$ cat config.mk
export PLATFORM = sky130hd
export DESIGN_NAME = wdcr_top
export DESIGN_NICKNAME = d
export VERILOG_FILES = /design/src/pkg/wdcr_pkg.sv /design/src/hdl/wdcr_divider.sv /design/src/hdl/wdcr_top.sv
export VERILOG_INCLUDE_DIRS = /design/src /design/src/pkg
export SDC_FILE = /design/constraint.sdc
export NUM_CORES = 1
export LEC_CHECK = 0
export CORE_UTILIZATION = 31
export CTS_CLUSTER_DIAMETER = 100
export DETAILED_ROUTE_END_ITERATION = 8
export DONT_BUFFER_PORTS = 1
export GPL_TIMING_DRIVEN = 0
export PLACE_DENSITY_LB_ADDON = 0.3
export SYNTH_ARGS = -nofsm -noshare
export SYNTH_HDL_FRONTEND = slang
export SYNTH_SLANG_ARGS = --single-unit
$ cat constraint.sdc
create_clock -name core_clk -period 2.9 [get_ports core_clk]
set_input_delay 0 -clock core_clk [delete_from_list [all_inputs] [get_ports core_clk]]
set_output_delay 0 -clock core_clk [all_outputs]
set_load 0.1 [all_outputs]
$ cat src/pkg/wdcr_regs.svh
/*
 watchdog control block: register offsets, field positions, reset values,
 command codes and timing counts.
 assumes: included by bare name from the hdl files; definitions only.
*/
// Behaviour
// - clearing enable alone never stops; one enables
// - timeout field picks overflow period, fast/slow
// - action bit zero interrupts, one resets
// - action bit, once zero, stays zero
// - configuration register reads back as zero
// - configuration resets to enabled, longest, reset
// - code 4e clears binary counter
// - code b1 disables; other codes ignored
// - disable code needs enable already cleared
// - counter clear leaves source divider running
// - uncleared overflow fires reset or interrupt
// - enable bit sits at bit three
// - counter holds during stop and idle
// - correct disable clears binary counter
`ifndef WDCR_REGS_SVH
`define WDCR_REGS_SVH

`define WDCR_OFS_CONFIG 5'h00
`define WDCR_OFS_CODE 5'h04
`define WDCR_OFS_STATUS 5'h08
`define WDCR_OFS_MASK 5'h0c
`define WDCR_OFS_STATE 5'h10

`define WDCR_BIT_RUN_ENABLE 3
`define WDCR_BIT_TSEL_HI 2
`define WDCR_BIT_TSEL_LO 1
`define WDCR_BIT_ACTION 0

`define WDCR_RST_RUN_ENABLE 1'b1
`define WDCR_RST_TSEL 2'h0
`define WDCR_RST_ACTION 1'b1

`define WDCR_CODE_CLEAR 8'h4e
`define WDCR_CODE_DISABLE 8'hb1

`define WDCR_BIT_EV_IRQ 0
`define WDCR_BIT_EV_RST 1
`define WDCR_EV_BITS 2

// overflow exponents of the longest setting, in source clock cycles
`define WDCR_HF_EXP_LONGEST 25
`define WDCR_LF_EXP_LONGEST 17
// free prescaler ahead of the binary counter on the fast clock
`define WDCR_HF_PRE_BITS 4
// core cycles per low-frequency tick (100 MHz / 32.768 kHz)
`define WDCR_LF_DIV 12'hbec
// reset output time in fast clock cycles, 2^20
`define WDCR_RESET_PULSE 1048576

`endif

$ cat src/pkg/wdcr_pkg.sv
/*
 types shared by the watchdog control block.
 assumes: nothing beyond the constants header.
*/
package wdcr_pkg;
  typedef logic [7:0] wdcr_byte_t;
  typedef logic [1:0] wdcr_tsel_t;
  typedef enum logic [0:0] {WDCR_OUT_IDLE, WDCR_OUT_PULSE} wdcr_out_state_t;
endpackage : wdcr_pkg

$ cat src/hdl/wdcr_divider.sv
/*
 free-running source divider: fast prescaler tick and low-frequency tick.
 assumes: one core clock; never cleared by software, only by rstn.
*/
`timescale 1ns/1ns
`include "wdcr_regs.svh"
module wdcr_divider (
  input wire logic core_clk,
  input wire logic rstn,
  output logic hfTick,
  output logic lfTick
);
  import wdcr_pkg::*;

  logic [`WDCR_HF_PRE_BITS-1:0] preCount;
  logic [`WDCR_HF_PRE_BITS-1:0] next_preCount;
  logic [11:0] lfCount;
  logic [11:0] next_lfCount;
  logic next_hfTick;
  logic next_lfTick;

  always_comb begin
    next_preCount = preCount + 1'b1;
    next_hfTick = &preCount;
    next_lfTick = 1'b0;
    next_lfCount = lfCount + 12'h001;
    if (lfCount == (`WDCR_LF_DIV - 12'h001)) begin
      next_lfCount = 12'h000;
      next_lfTick = 1'b1;
    end
  end

  always_ff @(posedge core_clk) begin
    if (!rstn) begin
      preCount <= '0;
      lfCount <= 12'h000;
      hfTick <= 1'b0;
      lfTick <= 1'b0;
    end else begin
      preCount <= next_preCount;
      lfCount <= next_lfCount;
      hfTick <= next_hfTick;
      lfTick <= next_lfTick;
    end
  end
endmodule : wdcr_divider

$ cat src/hdl/wdcr_top.sv
/*
 watchdog control block: write-only configuration and code registers,
 binary counter, overflow action, event status and mask, on Avalon-MM.
 assumes: mode inputs synchronous to core_clk; core_clk stands in for the
 fast oscillator; one bus access at a time.
*/
// Design decisions made here: register access over Avalon-MM and the placing of the registers.
`timescale 1ns/1ns
`include "wdcr_regs.svh"
module wdcr_top #(
  parameter int HF_EXP = `WDCR_HF_EXP_LONGEST,
  parameter int LF_EXP = `WDCR_LF_EXP_LONGEST,
  parameter int RESET_PULSE_CYCLES = `WDCR_RESET_PULSE
) (
  input wire logic core_clk,
  input wire logic rstn,
  input wire logic [4:0] avs_address,
  input wire logic avs_read,
  input wire logic avs_write,
  input wire logic [31:0] avs_writedata,
  input wire logic [3:0] avs_byteenable,
  output logic [31:0] avs_readdata,
  output logic avs_waitrequest,
  input wire logic lowSpeedMode,
  input wire logic stopMode,
  input wire logic idleMode,
  output logic wdResetOut,
  output logic wdOverflowIrq
);
  import wdcr_pkg::*;

  logic hfTick;
  logic lfTick;

  wdcr_divider u_divider (
    .core_clk(core_clk),
    .rstn(rstn),
    .hfTick(hfTick),
    .lfTick(lfTick)
  );

  // bus slave
  logic next_waitrequest;
  logic [31:0] next_readdata;
  logic accRead;
  logic accWrite;
  logic lane0;
  wdcr_byte_t wrByte;

  assign accRead = avs_read && !avs_waitrequest;
  assign accWrite = avs_write && !avs_waitrequest;
  assign lane0 = avs_byteenable[0];
  assign wrByte = avs_writedata[7:0];

  // configuration and run state
  logic wdRunEnable;
  wdcr_tsel_t wdTimeoutSelect;
  logic wdActionSelect;
  logic running;
  logic next_wdRunEnable;
  wdcr_tsel_t next_wdTimeoutSelect;
  logic next_wdActionSelect;
  logic next_running;
  logic cfgWrite;
  logic codeWrite;
  logic clearCode;
  logic disableCode;

  // events, mask, interrupt
  logic [`WDCR_EV_BITS-1:0] evStatus;
  logic [`WDCR_EV_BITS-1:0] evMask;
  logic [`WDCR_EV_BITS-1:0] next_evStatus;
  logic [`WDCR_EV_BITS-1:0] next_evMask;
  logic [`WDCR_EV_BITS-1:0] evSet;
  logic next_wdOverflowIrq;

  // counter and output pulse
  logic [21:0] binCount;
  logic [21:0] next_binCount;
  logic [21:0] terminal;
  logic [4:0] expSel;
  logic srcTick;
  logic overflow;
  wdcr_out_state_t outState;
  wdcr_out_state_t next_outState;
  logic [20:0] pulseCount;
  logic [20:0] next_pulseCount;
  logic next_wdResetOut;

  assign cfgWrite = accWrite && lane0 && (avs_address == `WDCR_OFS_CONFIG);
  assign codeWrite = accWrite && lane0 && (avs_address == `WDCR_OFS_CODE);
  assign clearCode = codeWrite && (wrByte == `WDCR_CODE_CLEAR);
  // other codes decode to nothing
  assign disableCode = codeWrite && (wrByte == `WDCR_CODE_DISABLE);

  always_comb begin
    next_waitrequest = 1'b1;
    next_readdata = avs_readdata;
    if ((avs_read || avs_write) && avs_waitrequest) begin
      next_waitrequest = 1'b0;
      next_readdata = 32'h0000_0000;
      if (avs_read) begin
        unique case (avs_address)
          `WDCR_OFS_STATUS: next_readdata[`WDCR_EV_BITS-1:0] = evStatus;
          `WDCR_OFS_MASK: next_readdata[`WDCR_EV_BITS-1:0] = evMask;
          `WDCR_OFS_STATE: begin
            next_readdata[0] = running;
            next_readdata[1] = (outState == WDCR_OUT_PULSE);
          end
          // write-only and unmapped words read zero
          default: next_readdata = 32'h0000_0000;
        endcase
      end
    end
  end

  always_ff @(posedge core_clk) begin
    if (!rstn) begin
      avs_waitrequest <= 1'b1;
      avs_readdata <= 32'h0000_0000;
    end else begin
      avs_waitrequest <= next_waitrequest;
      avs_readdata <= next_readdata;
    end
  end

  always_comb begin
    next_wdRunEnable = wdRunEnable;
    next_wdTimeoutSelect = wdTimeoutSelect;
    next_wdActionSelect = wdActionSelect;
    next_running = running;
    if (cfgWrite) begin
      next_wdRunEnable = wrByte[`WDCR_BIT_RUN_ENABLE];
      next_wdTimeoutSelect = wrByte[`WDCR_BIT_TSEL_HI:`WDCR_BIT_TSEL_LO];
      // one-way: a one can never come back
      next_wdActionSelect = wdActionSelect & wrByte[`WDCR_BIT_ACTION];
      // enable bit low leaves the counter running
      if (wrByte[`WDCR_BIT_RUN_ENABLE]) begin
        next_running = 1'b1;
      end
    end
    // code before clearing the bit stays ignored
    if (disableCode && !wdRunEnable) begin
      next_running = 1'b0;
    end
  end

  always_ff @(posedge core_clk) begin
    if (!rstn) begin
      wdRunEnable <= `WDCR_RST_RUN_ENABLE;
      wdTimeoutSelect <= `WDCR_RST_TSEL;
      wdActionSelect <= `WDCR_RST_ACTION;
      running <= 1'b1;
    end else begin
      wdRunEnable <= next_wdRunEnable;
      wdTimeoutSelect <= next_wdTimeoutSelect;
      wdActionSelect <= next_wdActionSelect;
      running <= next_running;
    end
  end

  // binary counter; exponent drops two per select step
  always_comb begin
    if (lowSpeedMode) begin
      expSel = 5'(LF_EXP - 2 * int'(wdTimeoutSelect));
      srcTick = lfTick;
    end else begin
      expSel = 5'(HF_EXP - `WDCR_HF_PRE_BITS - 2 * int'(wdTimeoutSelect));
      srcTick = hfTick;
    end
    terminal = (22'h000001 << expSel) - 22'h000001;
  end

  // stop and idle freeze the count in place
  assign overflow = running && srcTick && !stopMode && !idleMode &&
                    !clearCode && (binCount == terminal);

  always_comb begin
    next_binCount = binCount;
    if (!running || (disableCode && !wdRunEnable)) begin
      next_binCount = 22'h000000;
    end else if (clearCode) begin
      // the prescaler keeps its phase, first period may be short
      next_binCount = 22'h000000;
    end else if (srcTick && !stopMode && !idleMode) begin
      if (binCount == terminal) begin
        next_binCount = 22'h000000;
      end else begin
        next_binCount = binCount + 22'h000001;
      end
    end
  end

  always_ff @(posedge core_clk) begin
    if (!rstn) begin
      binCount <= 22'h000000;
    end else begin
      binCount <= next_binCount;
    end
  end

  // overflow routed by action bit
  always_comb begin
    evSet = '0;
    evSet[`WDCR_BIT_EV_IRQ] = overflow && !wdActionSelect;
    evSet[`WDCR_BIT_EV_RST] = overflow && wdActionSelect;
  end

  // reset pulse stretcher, a new overflow during a pulse is absorbed
  always_comb begin
    next_outState = outState;
    next_pulseCount = pulseCount;
    next_wdResetOut = 1'b0;
    unique case (outState)
      WDCR_OUT_IDLE: begin
        if (evSet[`WDCR_BIT_EV_RST]) begin
          next_outState = WDCR_OUT_PULSE;
          next_pulseCount = 21'h000000;
          next_wdResetOut = 1'b1;
        end
      end
      WDCR_OUT_PULSE: begin
        next_wdResetOut = 1'b1;
        next_pulseCount = pulseCount + 21'h000001;
        if (pulseCount == 21'(RESET_PULSE_CYCLES - 1)) begin
          next_outState = WDCR_OUT_IDLE;
          next_wdResetOut = 1'b0;
        end
      end
    endcase
  end

  always_ff @(posedge core_clk) begin
    if (!rstn) begin
      outState <= WDCR_OUT_IDLE;
      pulseCount <= 21'h000000;
      wdResetOut <= 1'b0;
    end else begin
      outState <= next_outState;
      pulseCount <= next_pulseCount;
      wdResetOut <= next_wdResetOut;
    end
  end

  // sticky events; a set in the clearing cycle wins
  always_comb begin
    next_evStatus = evStatus;
    next_evMask = evMask;
    if (accWrite && lane0 && (avs_address == `WDCR_OFS_STATUS)) begin
      next_evStatus = evStatus & ~wrByte[`WDCR_EV_BITS-1:0];
    end
    if (accWrite && lane0 && (avs_address == `WDCR_OFS_MASK)) begin
      next_evMask = wrByte[`WDCR_EV_BITS-1:0];
    end
    next_evStatus = next_evStatus | evSet;
    next_wdOverflowIrq = |(next_evStatus & next_evMask);
  end

  always_ff @(posedge core_clk) begin
    if (!rstn) begin
      evStatus <= '0;
      evMask <= '0;
      wdOverflowIrq <= 1'b0;
    end else begin
      evStatus <= next_evStatus;
      evMask <= next_evMask;
      wdOverflowIrq <= next_wdOverflowIrq;
    end
  end
endmodule : wdcr_top

* Word-level counts from Yosys, hierarchy flattened
Cells that the tools add are included.
Widths: inputs -> output; s select.
** Word-level totals
- Register bits after elaboration :: 105
- Bits of input ports :: 48
- Output and inout port bits :: 35
- Logic and storage cells :: 94
** Operators by class
- $add $sub $neg :: 7
- Equal/unequal tests :: 10
- Shift-type cells :: 1
- Mux-type cells :: 17
- Bitwise logic cells :: 7
- Reduce and logical (&&, ||, !) cells :: 36
** Operators with widths (count)
- $pmux 21 s2 :: 1
- $add 22x1->22 const B :: 1
- $eq 22x22->1 :: 1
- $mux 22 :: 1
- $shl 1x5->22 const A :: 1
- $sub 22x1->22 const B :: 1
- $add 21x1->21 const B :: 1
- $eq 21x20->1 const B :: 1
- $mux 21 :: 1
- $logic_and 1x1->1 :: 19
- $add 12x1->12 const B :: 1
- $eq 12x12->1 const B :: 1
- $eq 5x4->1 const B :: 2
- $sub 5x3->5 const A :: 2
- $eq 8x7->1 const B :: 1
- $eq 8x8->1 const B :: 1
- $mux 1 :: 8
- $logic_not 1->1 :: 7
- $mux 2 :: 3
- $pmux 2 s3 :: 1
- $eq 5x3->1 const B :: 1
- $eq 5x5->1 const B :: 1
- $logic_not 5->1 :: 1
- $mux 5 :: 1
- 14 further kinds :: 19

* Logic depth before layout (Yosys ltp)
- Depth in word-level cells :: 12
- Mapped depth :: 16
- Gate-level depth less buffers :: 12

* By module
From an unflattened synthesis, not the netlist that was laid out.
** Second synthesis, totals
- Cell total of the unflattened synthesis :: 524
- Area total of the unflattened synthesis :: 4304.1 sq um
** Modules (own cells, without submodules)
- wdcr_top :: instances 1, cells each 449, area an instance 3582.2 sq um, sequential area each 1141.1 sq um
- wdcr_divider :: instances 1, cells each 75, area an instance 721.9 sq um, sequential area each 360.3 sq um

* Least setup slack after synthesis
OpenSTA, ideal clock, no wires.
- Path kind :: flip-flop to flip-flop
- From :: register wdTimeoutSelect[1]
- To :: register binCount[10]
- Library setup time :: 115 ps
- Data arrival time :: 2581 ps
- Setup slack :: 205 ps
- Stages on the path, launching flop included :: 17
- Buffers on the path :: 4
- Period minus slack after synthesis :: 2695 ps
- Path through :: dfxtp_1 -> inv_1 -> ha_1 -> buf_6 -> nor2_1 -> nand2_1 -> ha_1 -> buf_2 -> inv_1 -> nor3_1 -> o21ai_0 -> nand4_1 -> nor3_2 -> a21o_1 -> buf_4 -> buf_4 -> nor2_1
** On the way
- Cells in the longest elaborated chain, start to end :: 6
- Elaborated cells on any way between the ends :: 7
- Classes of those cells :: add/sub (3); eq/ne (1); shift (1); mux (2)
** Ends and longest elaborated chain
- from (decl) :: line wdcr_top.sv:57 : wdcr_tsel_t wdTimeoutSelect;
- from (signal assigned) :: line wdcr_top.sv:151 : wdTimeoutSelect <= `WDCR_RST_TSEL;
- from (signal assigned) :: line wdcr_top.sv:156 : wdTimeoutSelect <= next_wdTimeoutSelect;
- $sub 5x3->5 (on tied branches) :: line wdcr_top.sv:168, wdcr_top.sv:165
- $mux 5 * :: line wdcr_top.sv:164 : if (lowSpeedMode) begin
- $shl 1x5->22 * :: line wdcr_top.sv:171 : terminal = (22'h000001 << expSel) - 22'h000001;
- $sub 22x1->22 * :: line wdcr_top.sv:171
- $eq 22x22->1 * :: line wdcr_top.sv:186 : if (binCount == terminal) begin
- $mux 22 * :: line wdcr_top.sv:186
- to (signal assigned) :: line wdcr_top.sv:198 : binCount <= next_binCount;
- to (decl) :: line wdcr_top.sv:78 : logic [21:0] binCount;
Mark *: on every way between the ends. The rest lies on a longest branch, timed or not.
A chain may end at the register's enable or synchronous reset.

* Worst setup path in the final report
- From :: register wdTimeoutSelect[1]
- To :: register pulseCount[13]
** On the way
- Cells in the longest elaborated chain, start to end :: 8
- Elaborated cells on any way between the ends :: 9
- Classes of those cells :: add/sub (3); eq/ne (2); shift (1); mux (1); reduce/logical (2)
** Ends and longest elaborated chain
- $sub 5x3->5 (on tied branches) :: line wdcr_top.sv:168, wdcr_top.sv:165
- $mux 5 * :: line wdcr_top.sv:164
- $shl 1x5->22 * :: line wdcr_top.sv:171
- $sub 22x1->22 * :: line wdcr_top.sv:171
- $eq 22x22->1 * :: line wdcr_top.sv:176 : !clearCode && (binCount == terminal);
- $logic_and 1x1->1 * :: line wdcr_top.sv:176
- $logic_and 1x1->1 * :: line wdcr_top.sv:206 : evSet[`WDCR_BIT_EV_RST] = overflow && wdActionSelect;
- $ne 2x2->1 (no line) *
- to (signal assigned) :: line wdcr_top.sv:240 : pulseCount <= next_pulseCount;
- to (decl) :: line wdcr_top.sv:86 : logic [20:0] pulseCount;
Marked as above.

==> run summary <==
The final worst clock skew is 0.00966 ns. The smallest clock period supported by the final layout is computed as 2.76 ns. Once detailed placement completed, the half-perimeter wirelength came to approximately 6500 µm. The post-route clock period utilization is 0.953. The ratio of routed vias to standard cells came out at approximately 4.9. The detailed-route wire length is 9270 µm. Across every metal layer, demand over resource in global routing totals 0.139. The number of antenna violations at the first check in global routing came out at 0. The sequential area share after synthesis came out at 0.364. Among all flip-flop cells after synthesis, the most frequent one is dfxtp_1. The number of standard cells in the final layout excluding fillers came out at about 740. Averaged over all synthesized cells, the footprint is a little over 8 µm². The mux share of post-synthesis cell area came out at 0.0219. The fraction of synthesis flops using an asynchronous set or reset pin is 0. The synthesized design contains 75 register bits.

The final total negative setup slack came out at 0 ns. The chip width is 117 µm. The run finished with clean final reports. The clock root buffer master is clkbuf_16. From synthesis to final layout, the design area changed by 21.6%. The floorplan row count is slightly above 40. Overall power consumption after layout is estimated at 0.00250 W. Of the total synthesized cell area, the portion taken by XOR and XNOR cells is 0.0744. The total of buffers placed on input and output ports is 0.

The max capacitance violation total came out at 0. The area of the die came out at 13800 µm². The routed via count is 3609.

The length of the first detailed-routing pass in iterations is 4. The total area of sequential cells came out at ~1500 µm². The total congestion overflow after global routing is 0. The critical path launch point type is a register. After detailed placement, the design holds a cell count of around 700. The clock latency at the later pin of the worst-skew pair came out at 0.35 ns. The total DRC errors in the routed layout came out at 0. The worst setup path is of the register to register kind. The maximum vdd drop came out at 0.252 mV. The synthesized design contains 0 enable-type register cells. The clock net in this run drives a total of 75 sinks.

The adder-cell area share of the yosys netlist came out at 0.0213. Dividing the detail-routed wire length by the instance count gives ~12 µm. At the worst endpoint, the required time is 3.13 ns. The clock buffer count from CTS is 9.

At the pin with the least slew margin, the transition time is 1.08 ns. TritonCTS built the clock tree. Routability-driven placement finished with a final weighted congestion of between 0.7 and 0.8. Derived from the worst setup path, the maximum achievable clock frequency is 362 MHz. During synthesis, Yosys emitted a total of 0 warnings. The clock tree synthesis step divided the H-tree into 3 levels. The final-stage net count is 622. The first-pass GRT wire length is approximately 16000 µm. Setup repair after global routing could not meet its margin everywhere.

The top-area cell type share of the netlist area is 0.364. The area fraction in compound gates after synthesis came to 0.0996. The capturing element type of the critical path is a register.

The clock tree buffer depth is 2. Once detail routing completed, the nets flagged for antenna violations numbered 0. By area, the combinational part of the netlist is dominated by simple AND/OR/NAND/NOR gates.

The number of endpoints failing setup at the final stage came out at 0. For this configuration, the core starts out at a cell density of 0.323. The worst min-delay path class is input port to register. Summing all multi-input logic gate instances after layout gives approximately 2400 µm². In this run the cell area of the synthesized design comes to 4120 µm². The count of unique library cells instantiated by Yosys came out at 57. Summed over all instances, the cell type with the most area after synthesis is dfxtp_1. The number of slew-limit violations in the final report came out at 0. The height of the die is 117 µm. Clock-pin slew was measured on the worst setup and hold paths at roughly 0.070 ns.

The number of hold-slack violations in the final timing report is 0. The iteration-0 DRC count of the detailed router came out at 211. The count of pins on the block boundary is 83.

The pin count of the biggest net entering global routing came out at 18. The maximum fanout along the worst path is 6. The worst relative slew slack came out at 0.277. The number of fill cells in the layout is 1288. After synthesis, the cell types taking the most area are dfxtp_1 (36%), nor2_1 (6.5%), buf_4 (6.0%).

The share of cells above drive strength 1 came out at 0.145. Synthesis produced a little over 500 cells. Of the total synthesized cell area, the portion taken by AND, OR, NAND and NOR gates is 0.318. Power spread over the standard cell area amounts to 500 nW/µm². The leakage dissipation is about 1.9 nW. The number of global-route vias before repair came out at 3366. The placeable core region is 12800 µm².

The number of inserted diodes came out at 0. The arrival time at the worst endpoint came out at roughly 3 ns.
registers in the layout (all words and copies together), names as in the netlist:
register,cells
running,1
binCount,22
avs_waitrequest,1
evMask,2
u_divider.lfCount,12
u_divider.hfTick,1
wdRunEnable,1
u_divider.preCount,4
wdOverflowIrq,1
evStatus,2
pulseCount,21
u_divider.lfTick,1
avs_readdata,2
wdActionSelect,1
outState,1
wdTimeoutSelect,2
worst paths after layout:
check,start,endpoint,slack [ns],cells past startpoint
max,wdTimeoutSelect[1]$_SDFFE_PN0P_,pulseCount[13]$_SDFFE_PN0P_,0.14,14
min reg2reg,u_divider.lfCount[0]$_SDFF_PP0_,u_divider.lfCount[0]$_SDFF_PP0_,0.44,1
max reg2reg,wdTimeoutSelect[1]$_SDFFE_PN0P_,pulseCount[13]$_SDFFE_PN0P_,0.14,14
min,idleMode,binCount[0]$_SDFFE_PP0P_,0.01,3
final cells by class:
class	count	area share
clock buffers	9	0.0450
well taps	172	0.0430
flip-flops and latches	75	0.300
repair buffers	19	0.0367
inverters	17	0.0132
plain buffers	49	0.0664
clock inverters	7	0.0157
multi-input cells	396	0.480
metrics by stage:
step	hold WS (ns)	setup slack, ns	utilization	area, µm²
after detailed placement	0.158	-0.275	0.348	4450
final	0.0117	0.138	0.392	5010
after floorplan	0.125	0.205	-	4230
after global routing	0.0479	-0.00273	0.392	5010
after global placement	0.131	-0.195	0.348	4450
after CTS	0.00269	0.0471	0.388	4950
where the power goes:
group / leakage (nW) / switching (W) / total [W] / internal (W)
Combinational: 1.18 / 0.000240 / 0.000316 / 0.0000767
Clock: 0.149 / 0.000522 / 0.00113 / 0.000613
Sequential: 0.606 / 0.0000142 / 0.00105 / 0.00104
Total: 1.94 / 0.000776 / 0.00250 / 0.00173
layout by cell type (no fill, tap or decap), types with 12 or more instances in the layout:
| master | n |
|---|---|
| a21oi_1 | 16 |
| nand3_1 | 35 |
| xnor2_1 | 16 |
| nand2b_1 | 16 |
| nor2_1 | 70 |
| o21ai_0 | 12 |
| nand2_1 | 39 |
| nand4_1 | 13 |
| conb_1 | 31 |
| buf_4 | 42 |
| dfxtp_1 | 74 |
| xor2_1 | 18 |
| inv_1 | 14 |
per-layer routing:
metal	routed length (µm)	vias to the layer above	GRT usage
met5	0	-	0
met4	201	0	0.0625
met3	397	20	0.0370
met2	4480	70	0.232
met1	4200	1692	0.168
li1	-	1827	-
kinds of logic after synthesis:
kind of cell    after synthesis
simple gates                250
mux                           9
other cells                   2
compound gates               64
buf+inv                      68
fa+ha+maj                     7
flops                        75
xor+xnor                     35
timing repair:
item,in CTS,in global routing
gates cloned,1,0
hold buffers,7,0
setup endpoints to repair,43,27
setup buffers,8,4
gates resized for setup,16,7
endpoints found under the hold margin,12,0
pin swaps,9,8
cell usage after synthesis, drive strengths merged (2+ instances only):
cell	number
or4	4
o211ai	2
nor4	7
nor2	71
and4	3
a41o	2
buf	40
nand2b	16
nand4b	2
o21ai	12
and2	8
nor3	11
or3	3
nand3b	11
a2111oi	2
inv	16
conb	2
o2111ai	2
nor3b	3
clkbuf	11
o21a	2
or2	2
dfxtp	75
mux2i	9
ha	7
nand3	35
xnor2	16
and3	11
o31ai	5
nor4bb	2
a31oi	2
nor2b	5
nand4	13
nand2	40
a21oi	16
xor2	19
o22ai	12
critical path: stages (launching register included):
cell,delay [ns]
dfxtp_2,0.33
inv_2,0.04
ha_4,0.21
buf_6,0.12
nor2_4,0.11
nand2_2,0.07
ha_4,0.28
xor2_2,0.16
nor4bb_4,0.31
nand4_1,0.18
nor4_4,0.21
and4_1,0.24
buf_6,0.15
buf_8,0.12
o22ai_1,0.09
Power figures use the tool's default switching activity.
